<file path="config.mk">
export PLATFORM = sky130hd
export DESIGN_NAME = sdi_indexer
export DESIGN_NICKNAME = d
export VERILOG_FILES = /design/src/hdl/sdi_pkg.sv /design/src/hdl/sdi_sync.sv /design/src/hdl/sdi_sine_rom.sv /design/src/hdl/sdi_indexer.sv
export SDC_FILE = /design/constraint.sdc
export NUM_CORES = 1
export LEC_CHECK = 0
export ABC_AREA = 1
export ABC_CLOCK_PERIOD_IN_PS = 5510
export BUFFER_PORTS_ARGS = -buffer_cell sky130_fd_sc_hd__buf_2
export CAP_MARGIN = 25
export CORE_MARGIN = 1.5
export CORE_UTILIZATION = 60
export DETAILED_ROUTE_END_ITERATION = 16
export PLACE_DENSITY_LB_ADDON = 0.05
export SLEW_MARGIN = 5
export SYNTH_ARGS = -nofsm -noshare
export SYNTH_HDL_FRONTEND = slang
export SYNTH_HIERARCHICAL = 1
export SYNTH_SLANG_ARGS = --single-unit
</file>
<file path="constraint.sdc">
create_clock -name clk -period 5.51 [get_ports clk]
set_input_delay 0.551 -clock clk [delete_from_list [all_inputs] [get_ports clk]]
set_output_delay 0.551 -clock clk [all_outputs]
set_load 0.05 [all_outputs]
</file>
<file path="src/hdl/sdi_pkg.sv">
// shared constants and types of the step/direction microstep indexer
package sdi_pkg;

    localparam int ADDR_W = 8;
    localparam int DATA_W = 32;
    localparam int POS_W = 10;
    localparam int MAG_W = 8;
    localparam int RES_W = 4;
    localparam int TAB_AW = 8;
    localparam int IRQ_W = 2;

    // register byte offsets
    localparam logic [7:0] OFS_CTRL = 8'h00;
    localparam logic [7:0] OFS_POSITION = 8'h04;
    localparam logic [7:0] OFS_CURRENT = 8'h08;
    localparam logic [7:0] OFS_STATUS = 8'h0C;
    localparam logic [7:0] OFS_IRQ_STATUS = 8'h10;
    localparam logic [7:0] OFS_IRQ_MASK = 8'h14;

    // field positions
    localparam int CTRL_DUAL_EDGE_SELECT_BIT = 0;
    localparam int CTRL_RES_LSB = 4;
    localparam int CUR_A_MAG_LSB = 0;
    localparam int CUR_A_POL_BIT = 8;
    localparam int CUR_B_MAG_LSB = 16;
    localparam int CUR_B_POL_BIT = 24;
    localparam int STAT_STANDSTILL_BIT = 0;
    localparam int STAT_DIR_BIT = 1;
    localparam int STAT_STEP_BIT = 2;
    localparam int IRQ_STANDSTILL_BIT = 0;
    localparam int IRQ_RESUME_BIT = 1;

    // reset values
    localparam logic RST_DUAL_EDGE_SELECT = 1'h0;
    localparam logic [RES_W-1:0] RST_RES = 4'h0;
    localparam logic [POS_W-1:0] RST_POSITION = 10'h000;
    localparam logic [IRQ_W-1:0] RST_IRQ_MASK = 2'h0;

    // coarsest resolution code: one full step per edge
    localparam logic [RES_W-1:0] RES_FULL = 4'h8;
    // quarter wave offset between the coils
    localparam logic [POS_W-1:0] QUARTER_WAVE = 10'h100;

    // idle cycles before standstill is reported
    localparam int STANDSTILL_CYCLES = 2 ** 20;

    typedef struct packed {
        logic dual_edge_select;
        logic [RES_W-1:0] resolution_select;
    } sdi_ctrl_s;

    typedef struct packed {
        logic polarity;
        logic [MAG_W-1:0] magnitude;
    } sdi_coil_s;

endpackage

</file>
<file path="src/hdl/sdi_sync.sv">
// two flip-flop synchroniser for asynchronous pin inputs
`timescale 1ns/10ps
module sdi_sync #(
    parameter int WIDTH = 2
) (
    input wire logic clk,
    input wire logic sys_rst,
    input wire logic [WIDTH-1:0] async_in,
    output logic [WIDTH-1:0] sync_out
);

    logic [WIDTH-1:0] meta_ff;
    logic [WIDTH-1:0] sync_ff;

    // first stage feeds only the second stage
    always_ff @(posedge clk or posedge sys_rst)
    begin
        if (sys_rst)
        begin
            meta_ff <= '0;
            sync_ff <= '0;
        end
        else
        begin
            meta_ff <= async_in;
            sync_ff <= meta_ff;
        end
    end

    assign sync_out = sync_ff;

endmodule

</file>
<file path="src/hdl/sdi_sine_rom.sv">
// quarter-wave sine table with two registered read ports
`timescale 1ns/10ps
module sdi_sine_rom #(
    parameter int AW = 8,
    parameter int DW = 8
) (
    input wire logic clk,
    input wire logic sys_rst,
    input wire logic [AW-1:0] addr_a,
    input wire logic [AW-1:0] addr_b,
    output logic [DW-1:0] data_a,
    output logic [DW-1:0] data_b
);

    // first quarter of the sine, 1 rising to a peak of 248
    localparam logic [DW-1:0] TABLE [2**AW] = '{
        8'h01, 8'h02, 8'h04, 8'h05, 8'h07, 8'h08, 8'h0A, 8'h0B, 8'h0D, 8'h0E, 8'h10, 8'h11, 8'h13, 8'h15, 8'h16, 8'h18,
        8'h19, 8'h1B, 8'h1C, 8'h1E, 8'h1F, 8'h21, 8'h22, 8'h24, 8'h25, 8'h27, 8'h28, 8'h2A, 8'h2B, 8'h2D, 8'h2E, 8'h30,
        8'h31, 8'h33, 8'h34, 8'h36, 8'h37, 8'h39, 8'h3A, 8'h3C, 8'h3D, 8'h3E, 8'h40, 8'h41, 8'h43, 8'h44, 8'h46, 8'h47,
        8'h49, 8'h4A, 8'h4C, 8'h4D, 8'h4F, 8'h50, 8'h51, 8'h53, 8'h54, 8'h56, 8'h57, 8'h59, 8'h5A, 8'h5B, 8'h5D, 8'h5E,
        8'h60, 8'h61, 8'h62, 8'h64, 8'h65, 8'h67, 8'h68, 8'h69, 8'h6B, 8'h6C, 8'h6D, 8'h6F, 8'h70, 8'h72, 8'h73, 8'h74,
        8'h76, 8'h77, 8'h78, 8'h7A, 8'h7B, 8'h7C, 8'h7E, 8'h7F, 8'h80, 8'h81, 8'h83, 8'h84, 8'h85, 8'h87, 8'h88, 8'h89,
        8'h8A, 8'h8C, 8'h8D, 8'h8E, 8'h8F, 8'h91, 8'h92, 8'h93, 8'h94, 8'h96, 8'h97, 8'h98, 8'h99, 8'h9A, 8'h9C, 8'h9D,
        8'h9E, 8'h9F, 8'hA0, 8'hA1, 8'hA3, 8'hA4, 8'hA5, 8'hA6, 8'hA7, 8'hA8, 8'hA9, 8'hAA, 8'hAC, 8'hAD, 8'hAE, 8'hAF,
        8'hB0, 8'hB1, 8'hB2, 8'hB3, 8'hB4, 8'hB5, 8'hB6, 8'hB7, 8'hB8, 8'hB9, 8'hBA, 8'hBB, 8'hBC, 8'hBD, 8'hBE, 8'hBF,
        8'hC0, 8'hC1, 8'hC2, 8'hC3, 8'hC4, 8'hC5, 8'hC6, 8'hC7, 8'hC8, 8'hC9, 8'hC9, 8'hCA, 8'hCB, 8'hCC, 8'hCD, 8'hCE,
        8'hCF, 8'hCF, 8'hD0, 8'hD1, 8'hD2, 8'hD3, 8'hD4, 8'hD4, 8'hD5, 8'hD6, 8'hD7, 8'hD7, 8'hD8, 8'hD9, 8'hDA, 8'hDA,
        8'hDB, 8'hDC, 8'hDC, 8'hDD, 8'hDE, 8'hDF, 8'hDF, 8'hE0, 8'hE1, 8'hE1, 8'hE2, 8'hE2, 8'hE3, 8'hE4, 8'hE4, 8'hE5,
        8'hE5, 8'hE6, 8'hE7, 8'hE7, 8'hE8, 8'hE8, 8'hE9, 8'hE9, 8'hEA, 8'hEA, 8'hEB, 8'hEB, 8'hEC, 8'hEC, 8'hED, 8'hED,
        8'hEE, 8'hEE, 8'hEE, 8'hEF, 8'hEF, 8'hF0, 8'hF0, 8'hF0, 8'hF1, 8'hF1, 8'hF1, 8'hF2, 8'hF2, 8'hF2, 8'hF3, 8'hF3,
        8'hF3, 8'hF4, 8'hF4, 8'hF4, 8'hF4, 8'hF5, 8'hF5, 8'hF5, 8'hF5, 8'hF6, 8'hF6, 8'hF6, 8'hF6, 8'hF6, 8'hF7, 8'hF7,
        8'hF7, 8'hF7, 8'hF7, 8'hF7, 8'hF7, 8'hF7, 8'hF8, 8'hF8, 8'hF8, 8'hF8, 8'hF8, 8'hF8, 8'hF8, 8'hF8, 8'hF8, 8'hF8
    };

    always_ff @(posedge clk or posedge sys_rst)
    begin
        if (sys_rst)
        begin
            data_a <= '0;
            data_b <= '0;
        end
        else
        begin
            data_a <= TABLE[addr_a];
            data_b <= TABLE[addr_b];
        end
    end

endmodule

</file>
<file path="src/hdl/sdi_indexer.sv">
// step/direction front end and microstep indexer with register port
//
// How it works
// - dual edge select set: both step edges count; clear: rising only
// - step and direction pass a two flip-flop synchroniser before edge detection
// - electrical angle is an unsigned 10-bit microstep position counter
// - resolution select sets the step size added per active edge
// - direction low adds the step size, direction high subtracts it
// - quarter wave table, quadrant symmetry yields full circle sine and cosine
// - table peak is 248, below full scale
// - 256 table entries rising from 1 to 248
// - position top bit sets coil A polarity, zero first to second
// - standstill flag set after 2^20 cycles without an active edge
//
// Added by the designer: the register addresses and the plain strobed port.
`timescale 1ns/10ps
module sdi_indexer
    import sdi_pkg::*;
#(
    parameter int STANDSTILL_LIMIT = sdi_pkg::STANDSTILL_CYCLES
) (
    input wire logic clk,
    input wire logic sys_rst,
    input wire logic step_pin,
    input wire logic dir_pin,
    input wire logic [sdi_pkg::ADDR_W-1:0] reg_addr,
    input wire logic [sdi_pkg::DATA_W-1:0] reg_wdata,
    input wire logic reg_wr,
    input wire logic reg_rd,
    output logic [sdi_pkg::DATA_W-1:0] reg_rdata,
    output logic irq,
    output logic [sdi_pkg::POS_W-1:0] microstep_position,
    output sdi_pkg::sdi_coil_s coil_a,
    output sdi_pkg::sdi_coil_s coil_b,
    output logic coil_a_out_first,
    output logic coil_a_out_second,
    output logic coil_b_out_first,
    output logic coil_b_out_second,
    output logic standstill_flag
);

    import sdi_pkg::*;

    localparam int CNT_W = $clog2(STANDSTILL_LIMIT + 1);

    ////////////////////////////////////////////////////////////////////////////
    // helpers

    // step size is a power of two; codes above full step clamp to it
    function automatic logic [POS_W-1:0] step_size(input logic [RES_W-1:0] res);
        logic [RES_W-1:0] lim;
        lim = (res > RES_FULL) ? RES_FULL : res;
        step_size = POS_W'(1) << lim;
    endfunction

    // odd quadrants read the table backwards
    function automatic logic [TAB_AW-1:0] mirror_index(input logic [POS_W-1:0] pos);
        mirror_index = pos[TAB_AW] ? ~pos[TAB_AW-1:0] : pos[TAB_AW-1:0];
    endfunction

    function automatic logic reg_hit(input logic [ADDR_W-1:0] addr, input logic [7:0] ofs);
        reg_hit = (addr == ofs);
    endfunction

    ////////////////////////////////////////////////////////////////////////////
    // pin synchronisation and edge detection

    logic [1:0] pins_sync;
    logic step_sync;
    logic dir_sync;
    logic step_prev_ff;
    logic active_edge;
    sdi_ctrl_s ctrl_ff;

    sdi_sync #(
        .WIDTH(2)
    ) u_sync (
        .clk(clk),
        .sys_rst(sys_rst),
        .async_in({dir_pin, step_pin}),
        .sync_out(pins_sync)
    );

    assign step_sync = pins_sync[0];
    assign dir_sync = pins_sync[1];

    always_ff @(posedge clk or posedge sys_rst)
    begin
        if (sys_rst)
        begin
            step_prev_ff <= 1'b0;
        end
        else
        begin
            step_prev_ff <= step_sync;
        end
    end

    // one edge per clock at most, hence the external step rate ceiling
    always_comb
    begin
        if (ctrl_ff.dual_edge_select)
        begin
            active_edge = step_sync ^ step_prev_ff;
        end
        else
        begin
            active_edge = step_sync & ~step_prev_ff;
        end
    end

    ////////////////////////////////////////////////////////////////////////////
    // microstep counter

    logic [POS_W-1:0] position_ff;
    logic [POS_W-1:0] nxt_position;

    // natural 10-bit overflow gives the modulo 1024 wrap both ways
    always_comb
    begin
        nxt_position = position_ff;
        if (active_edge)
        begin
            if (dir_sync)
            begin
                nxt_position = position_ff - step_size(ctrl_ff.resolution_select);
            end
            else
            begin
                nxt_position = position_ff + step_size(ctrl_ff.resolution_select);
            end
        end
    end

    // no realignment on a resolution change; coarse grids rely on the controller
    always_ff @(posedge clk or posedge sys_rst)
    begin
        if (sys_rst)
        begin
            position_ff <= RST_POSITION;
        end
        else
        begin
            position_ff <= nxt_position;
        end
    end

    assign microstep_position = position_ff;

    ////////////////////////////////////////////////////////////////////////////
    // sine and cosine lookup

    logic [POS_W-1:0] pos_b;
    logic [MAG_W-1:0] mag_a;
    logic [MAG_W-1:0] mag_b;
    logic pol_a_ff;
    logic pol_b_ff;

    // cosine is the sine a quarter wave ahead
    assign pos_b = position_ff + QUARTER_WAVE;

    sdi_sine_rom #(
        .AW(TAB_AW),
        .DW(MAG_W)
    ) u_rom (
        .clk(clk),
        .sys_rst(sys_rst),
        .addr_a(mirror_index(position_ff)),
        .addr_b(mirror_index(pos_b)),
        .data_a(mag_a),
        .data_b(mag_b)
    );

    // polarity delayed to line up with the registered table read
    always_ff @(posedge clk or posedge sys_rst)
    begin
        if (sys_rst)
        begin
            pol_a_ff <= 1'b0;
            pol_b_ff <= 1'b0;
        end
        else
        begin
            pol_a_ff <= position_ff[POS_W-1];
            pol_b_ff <= pos_b[POS_W-1];
        end
    end

    assign coil_a = '{polarity: pol_a_ff, magnitude: mag_a};
    assign coil_b = '{polarity: pol_b_ff, magnitude: mag_b};
    assign coil_a_out_first = ~pol_a_ff;
    assign coil_a_out_second = pol_a_ff;
    assign coil_b_out_first = ~pol_b_ff;
    assign coil_b_out_second = pol_b_ff;

    ////////////////////////////////////////////////////////////////////////////
    // standstill detection

    logic [CNT_W-1:0] idle_cnt_ff;
    logic standstill_ff;

    always_ff @(posedge clk or posedge sys_rst)
    begin
        if (sys_rst)
        begin
            idle_cnt_ff <= '0;
        end
        else if (active_edge)
        begin
            idle_cnt_ff <= '0;
        end
        else if (idle_cnt_ff != CNT_W'(STANDSTILL_LIMIT))
        begin
            idle_cnt_ff <= idle_cnt_ff + CNT_W'(1);
        end
    end

    always_ff @(posedge clk or posedge sys_rst)
    begin
        if (sys_rst)
        begin
            standstill_ff <= 1'b0;
        end
        else if (active_edge)
        begin
            standstill_ff <= 1'b0;
        end
        else if (idle_cnt_ff == CNT_W'(STANDSTILL_LIMIT - 1))
        begin
            standstill_ff <= 1'b1;
        end
    end

    assign standstill_flag = standstill_ff;

    ////////////////////////////////////////////////////////////////////////////
    // interrupts

    logic [IRQ_W-1:0] irq_status_ff;
    logic [IRQ_W-1:0] irq_mask_ff;
    logic [IRQ_W-1:0] irq_event;
    logic [IRQ_W-1:0] irq_clear;

    always_comb
    begin
        irq_event = '0;
        irq_event[IRQ_STANDSTILL_BIT] = ~active_edge && (idle_cnt_ff == CNT_W'(STANDSTILL_LIMIT - 1));
        irq_event[IRQ_RESUME_BIT] = active_edge & standstill_ff;
    end

    assign irq_clear = (reg_wr && reg_hit(reg_addr, OFS_IRQ_STATUS)) ? reg_wdata[IRQ_W-1:0] : '0;

    // a new event beats a simultaneous clear
    always_ff @(posedge clk or posedge sys_rst)
    begin
        if (sys_rst)
        begin
            irq_status_ff <= '0;
        end
        else
        begin
            irq_status_ff <= (irq_status_ff & ~irq_clear) | irq_event;
        end
    end

    assign irq = |(irq_status_ff & irq_mask_ff);

    ////////////////////////////////////////////////////////////////////////////
    // register port

    always_ff @(posedge clk or posedge sys_rst)
    begin
        if (sys_rst)
        begin
            ctrl_ff <= '{dual_edge_select: RST_DUAL_EDGE_SELECT, resolution_select: RST_RES};
            irq_mask_ff <= RST_IRQ_MASK;
        end
        else if (reg_wr)
        begin
            if (reg_hit(reg_addr, OFS_CTRL))
            begin
                ctrl_ff.dual_edge_select <= reg_wdata[CTRL_DUAL_EDGE_SELECT_BIT];
                ctrl_ff.resolution_select <= reg_wdata[CTRL_RES_LSB +: RES_W];
            end
            if (reg_hit(reg_addr, OFS_IRQ_MASK))
            begin
                irq_mask_ff <= reg_wdata[IRQ_W-1:0];
            end
        end
    end

    logic [DATA_W-1:0] nxt_rdata;
    logic [DATA_W-1:0] rdata_ff;

    always_comb
    begin
        nxt_rdata = '0;
        case (reg_addr)
            OFS_CTRL:
            begin
                nxt_rdata[CTRL_DUAL_EDGE_SELECT_BIT] = ctrl_ff.dual_edge_select;
                nxt_rdata[CTRL_RES_LSB +: RES_W] = ctrl_ff.resolution_select;
            end
            OFS_POSITION: nxt_rdata[POS_W-1:0] = position_ff;
            OFS_CURRENT:
            begin
                nxt_rdata[CUR_A_MAG_LSB +: MAG_W] = mag_a;
                nxt_rdata[CUR_A_POL_BIT] = pol_a_ff;
                nxt_rdata[CUR_B_MAG_LSB +: MAG_W] = mag_b;
                nxt_rdata[CUR_B_POL_BIT] = pol_b_ff;
            end
            OFS_STATUS:
            begin
                nxt_rdata[STAT_STANDSTILL_BIT] = standstill_ff;
                nxt_rdata[STAT_DIR_BIT] = dir_sync;
                nxt_rdata[STAT_STEP_BIT] = step_sync;
            end
            OFS_IRQ_STATUS: nxt_rdata[IRQ_W-1:0] = irq_status_ff;
            OFS_IRQ_MASK: nxt_rdata[IRQ_W-1:0] = irq_mask_ff;
            default: nxt_rdata = '0;
        endcase
    end

    // read data valid only in the cycle after the strobe
    always_ff @(posedge clk or posedge sys_rst)
    begin
        if (sys_rst)
        begin
            rdata_ff <= '0;
        end
        else
        begin
            rdata_ff <= reg_rd ? nxt_rdata : '0;
        end
    end

    assign reg_rdata = rdata_ff;

endmodule

</file>
==> run metrics <==
status=finished, final reports clean; core area=12100 sq um; pin count of the biggest net entering global routing=64; Syn Std Cell Area=7520 sq um; PortBufs=72; total grt overflow=0; Worst setup SP type=register; Slew Limit Fails=0; via/cell ratio=5.61; Synth Register Bits=83; Worst Path Required=5.79 ns; Avg Inst Size Synth=6.41 sq um; worst-path fanout max=31; # setup viols final=0; reg-to-reg slack, setup=1.90 ns; Final TNS setup=0 ns; P&R area growth vs syn=8.21%; # clock sinks=83; global-route wire length before repair=34.5 mm; worst r2r dst=u_rom/data_b[3]; share of cells above drive strength 1=0.118; PostCTS Resize Cnt=0; antenna viol nets, final=0; TritonCTS clock tree=done; Setup Fix Bufs, Post-CTS=0; max_cap viols=0; deepest clock path buffer count=2; ys flop type=dfrtp_1; Die Y=115 um; register area share after synthesis=0.276; EDFF count, synth=0; hpwl dp=14.8 mm; Reg2Reg Depth=13; Die Span X=115 um; Post-Synthesis Cells=1172; Iter 0 DRT Violations=659; Syn. warnings=6; I/O pin count=112; Clock Skew=0.00557 ns; H-tree depth=3; Slew @ Worst Pin=0.910 ns; CTS root buf=clkbuf_16; Nets=1300; CTS buffer count=9; hold buffers post-CTS=0; WL per Instance=14.8 um; Final Hold Vio Count=0; Initial Utilization=0.621; gr usage total=0.321; Core Util, Final=0.672; Yosys cell types=48; global placer's final weighted congestion=0.936; Arr. time, crit path=3.88 ns; max_slew headroom=0.389; post-synthesis async set-or-reset flop share=1.00; total wire length=20.5 mm; CTS clock-pin slew for the worst setup and hold paths=0.06 ns; Tmin final=3.61 ns; dpl cells=1369; via count=7771; area of the die=13200 sq um; row count=40; number of global-route vias before repair=7051; RR Startpoint=microstep_position[8]; Clock Latency Late Sink=0.34 ns; fin cells=1386; fmax=0.277 GHz; CP Capture Type=register; hold crit path type=in -> async; CP Class=reg -> reg; period utilisation layout=0.655; DRT Pass-1 Iters=6; initial antenna violation count=0; RSZ-0062 raised after global routing=no; DRC viols=0
synthesized netlist by cell type, drive strengths merged, types with 5 or more instances:
| library cell | n | share of area |
|---|---|---|
| a31oi | 8 | 0.0067 |
| o21ai | 89 | 0.059 |
| nor2 | 122 | 0.070 |
| o211ai | 13 | 0.013 |
| nand2 | 357 | 0.18 |
| nand4 | 15 | 0.012 |
| ha | 41 | 0.068 |
| nor3 | 11 | 0.0088 |
| a21oi | 42 | 0.029 |
| buf | 56 | 0.053 |
| or2 | 5 | 0.0042 |
| inv | 139 | 0.069 |
| nand3 | 135 | 0.091 |
| clkbuf | 7 | 0.0035 |
| xor2 | 13 | 0.015 |
| dfrtp | 83 | 0.28 |
worst max-delay path by stage:
stage / slack, ns / startpoint / cells past startpoint / endpoint
2_1_floorplan: 2.46 / microstep_position[8] / 15 / u_rom/data_b[0]
3_3_place_gp: 2.05 / microstep_position[8] / 10 / u_rom/data_b[1]
3_5_place_dp: 2.03 / microstep_position[8] / 12 / u_rom/data_b[3]
4_1_cts: 2.01 / microstep_position[8] / 12 / u_rom/data_b[3]
5_1_grt: 1.55 / microstep_position[8] / 13 / u_rom/data_b[3]
6_report: 1.90 / microstep_position[8] / 13 / u_rom/data_b[3]
layout make-up:
cell class / instances / area (sq um)
Multi-Input combinational cell: 897 / 4540
Fill cell: 1112 / 3980
Sequential cell: 83 / 2080
Inverter: 141 / 529
Timing Repair Buffer: 80 / 420
Clock buffer: 9 / 225
Tap cell: 168 / 210
Clock inverter: 7 / 125
Antenna cell: 1 / 2.50
state kept, by name, summed over array words and instances (netlist names):
signal              flops
irq_status_ff           2
u_sync/sync_out         2
u_rom/data_b            8
idle_cnt_ff            21
step_prev_ff            1
microstep_position     10
reg_rdata              19
u_rom/data_a            8
standstill_flag         1
ctrl_ff                 5
irq_mask_ff             2
coil_a_out_second       1
coil_b_out_second       1
u_sync/meta_ff          2
stage by stage:
stage,setup WS [ns],hold WS [ns],instance area [sq um]
finish,1.90,0.107,8130
global route,1.55,0.116,8130
CTS,2.01,0.109,8130
detailed placement,2.03,0.336,7780
global placement,2.05,0.332,7780
floorplan,2.46,0.317,7560
layer usage:
layer | global-route usage | vias up | wire length [um]
li1 | - | 3836 | -
met1 | 0.457 | 3551 | 9030
met2 | 0.509 | 357 | 9460
met3 | 0.0422 | 27 | 1670
met4 | 0.105 | 0 | 313
met5 | 0 | - | 0
cell usage in the layout (no fill, tap or decap), types with 4 or more instances in the layout:
master,n
a31oi_1,8
xnor2_1,4
o21ai_0,79
nor2_2,8
nor2_4,4
nand4_1,15
o21ai_1,10
nand2_2,8
clkbuf_16,9
or2_2,4
nand2_1,349
inv_2,14
xor2_1,11
inv_1,125
buf_2,72
a21oi_1,40
o211ai_1,13
ha_1,41
o2111ai_1,4
dfrtp_1,83
nand3_1,133
nor3_1,10
conb_1,13
nor2_1,109
buf_4,8
o22ai_1,4
worst max-delay path: stages (launching register included):
cell     delay, ns
dfrtp_1       0.80
xor2_2        0.13
buf_4         0.27
inv_1         0.68
inv_1         0.67
nand2_1       0.29
nand2_1       0.12
o21ai_0       0.20
nand2_1       0.07
nand3_1       0.07
nand2_1       0.05
nand2_1       0.07
nand2_1       0.04
nand2_1       0.06
cell families after synthesis:
logic type | after synthesis | share of synthesized area
and+or+nand+nor | 650 | 0.374
other | 1 | 0.000499
adders and majority gates | 42 | 0.0709
AOI/OAI and AO/OA | 175 | 0.132
buffers and inverters | 204 | 0.127
xor gates and xnor gates | 17 | 0.0198
DFF | 83 | 0.276
Power is not shown: default switching activity piles up to over one toggle a cycle in this logic, so the estimate is an artifact.
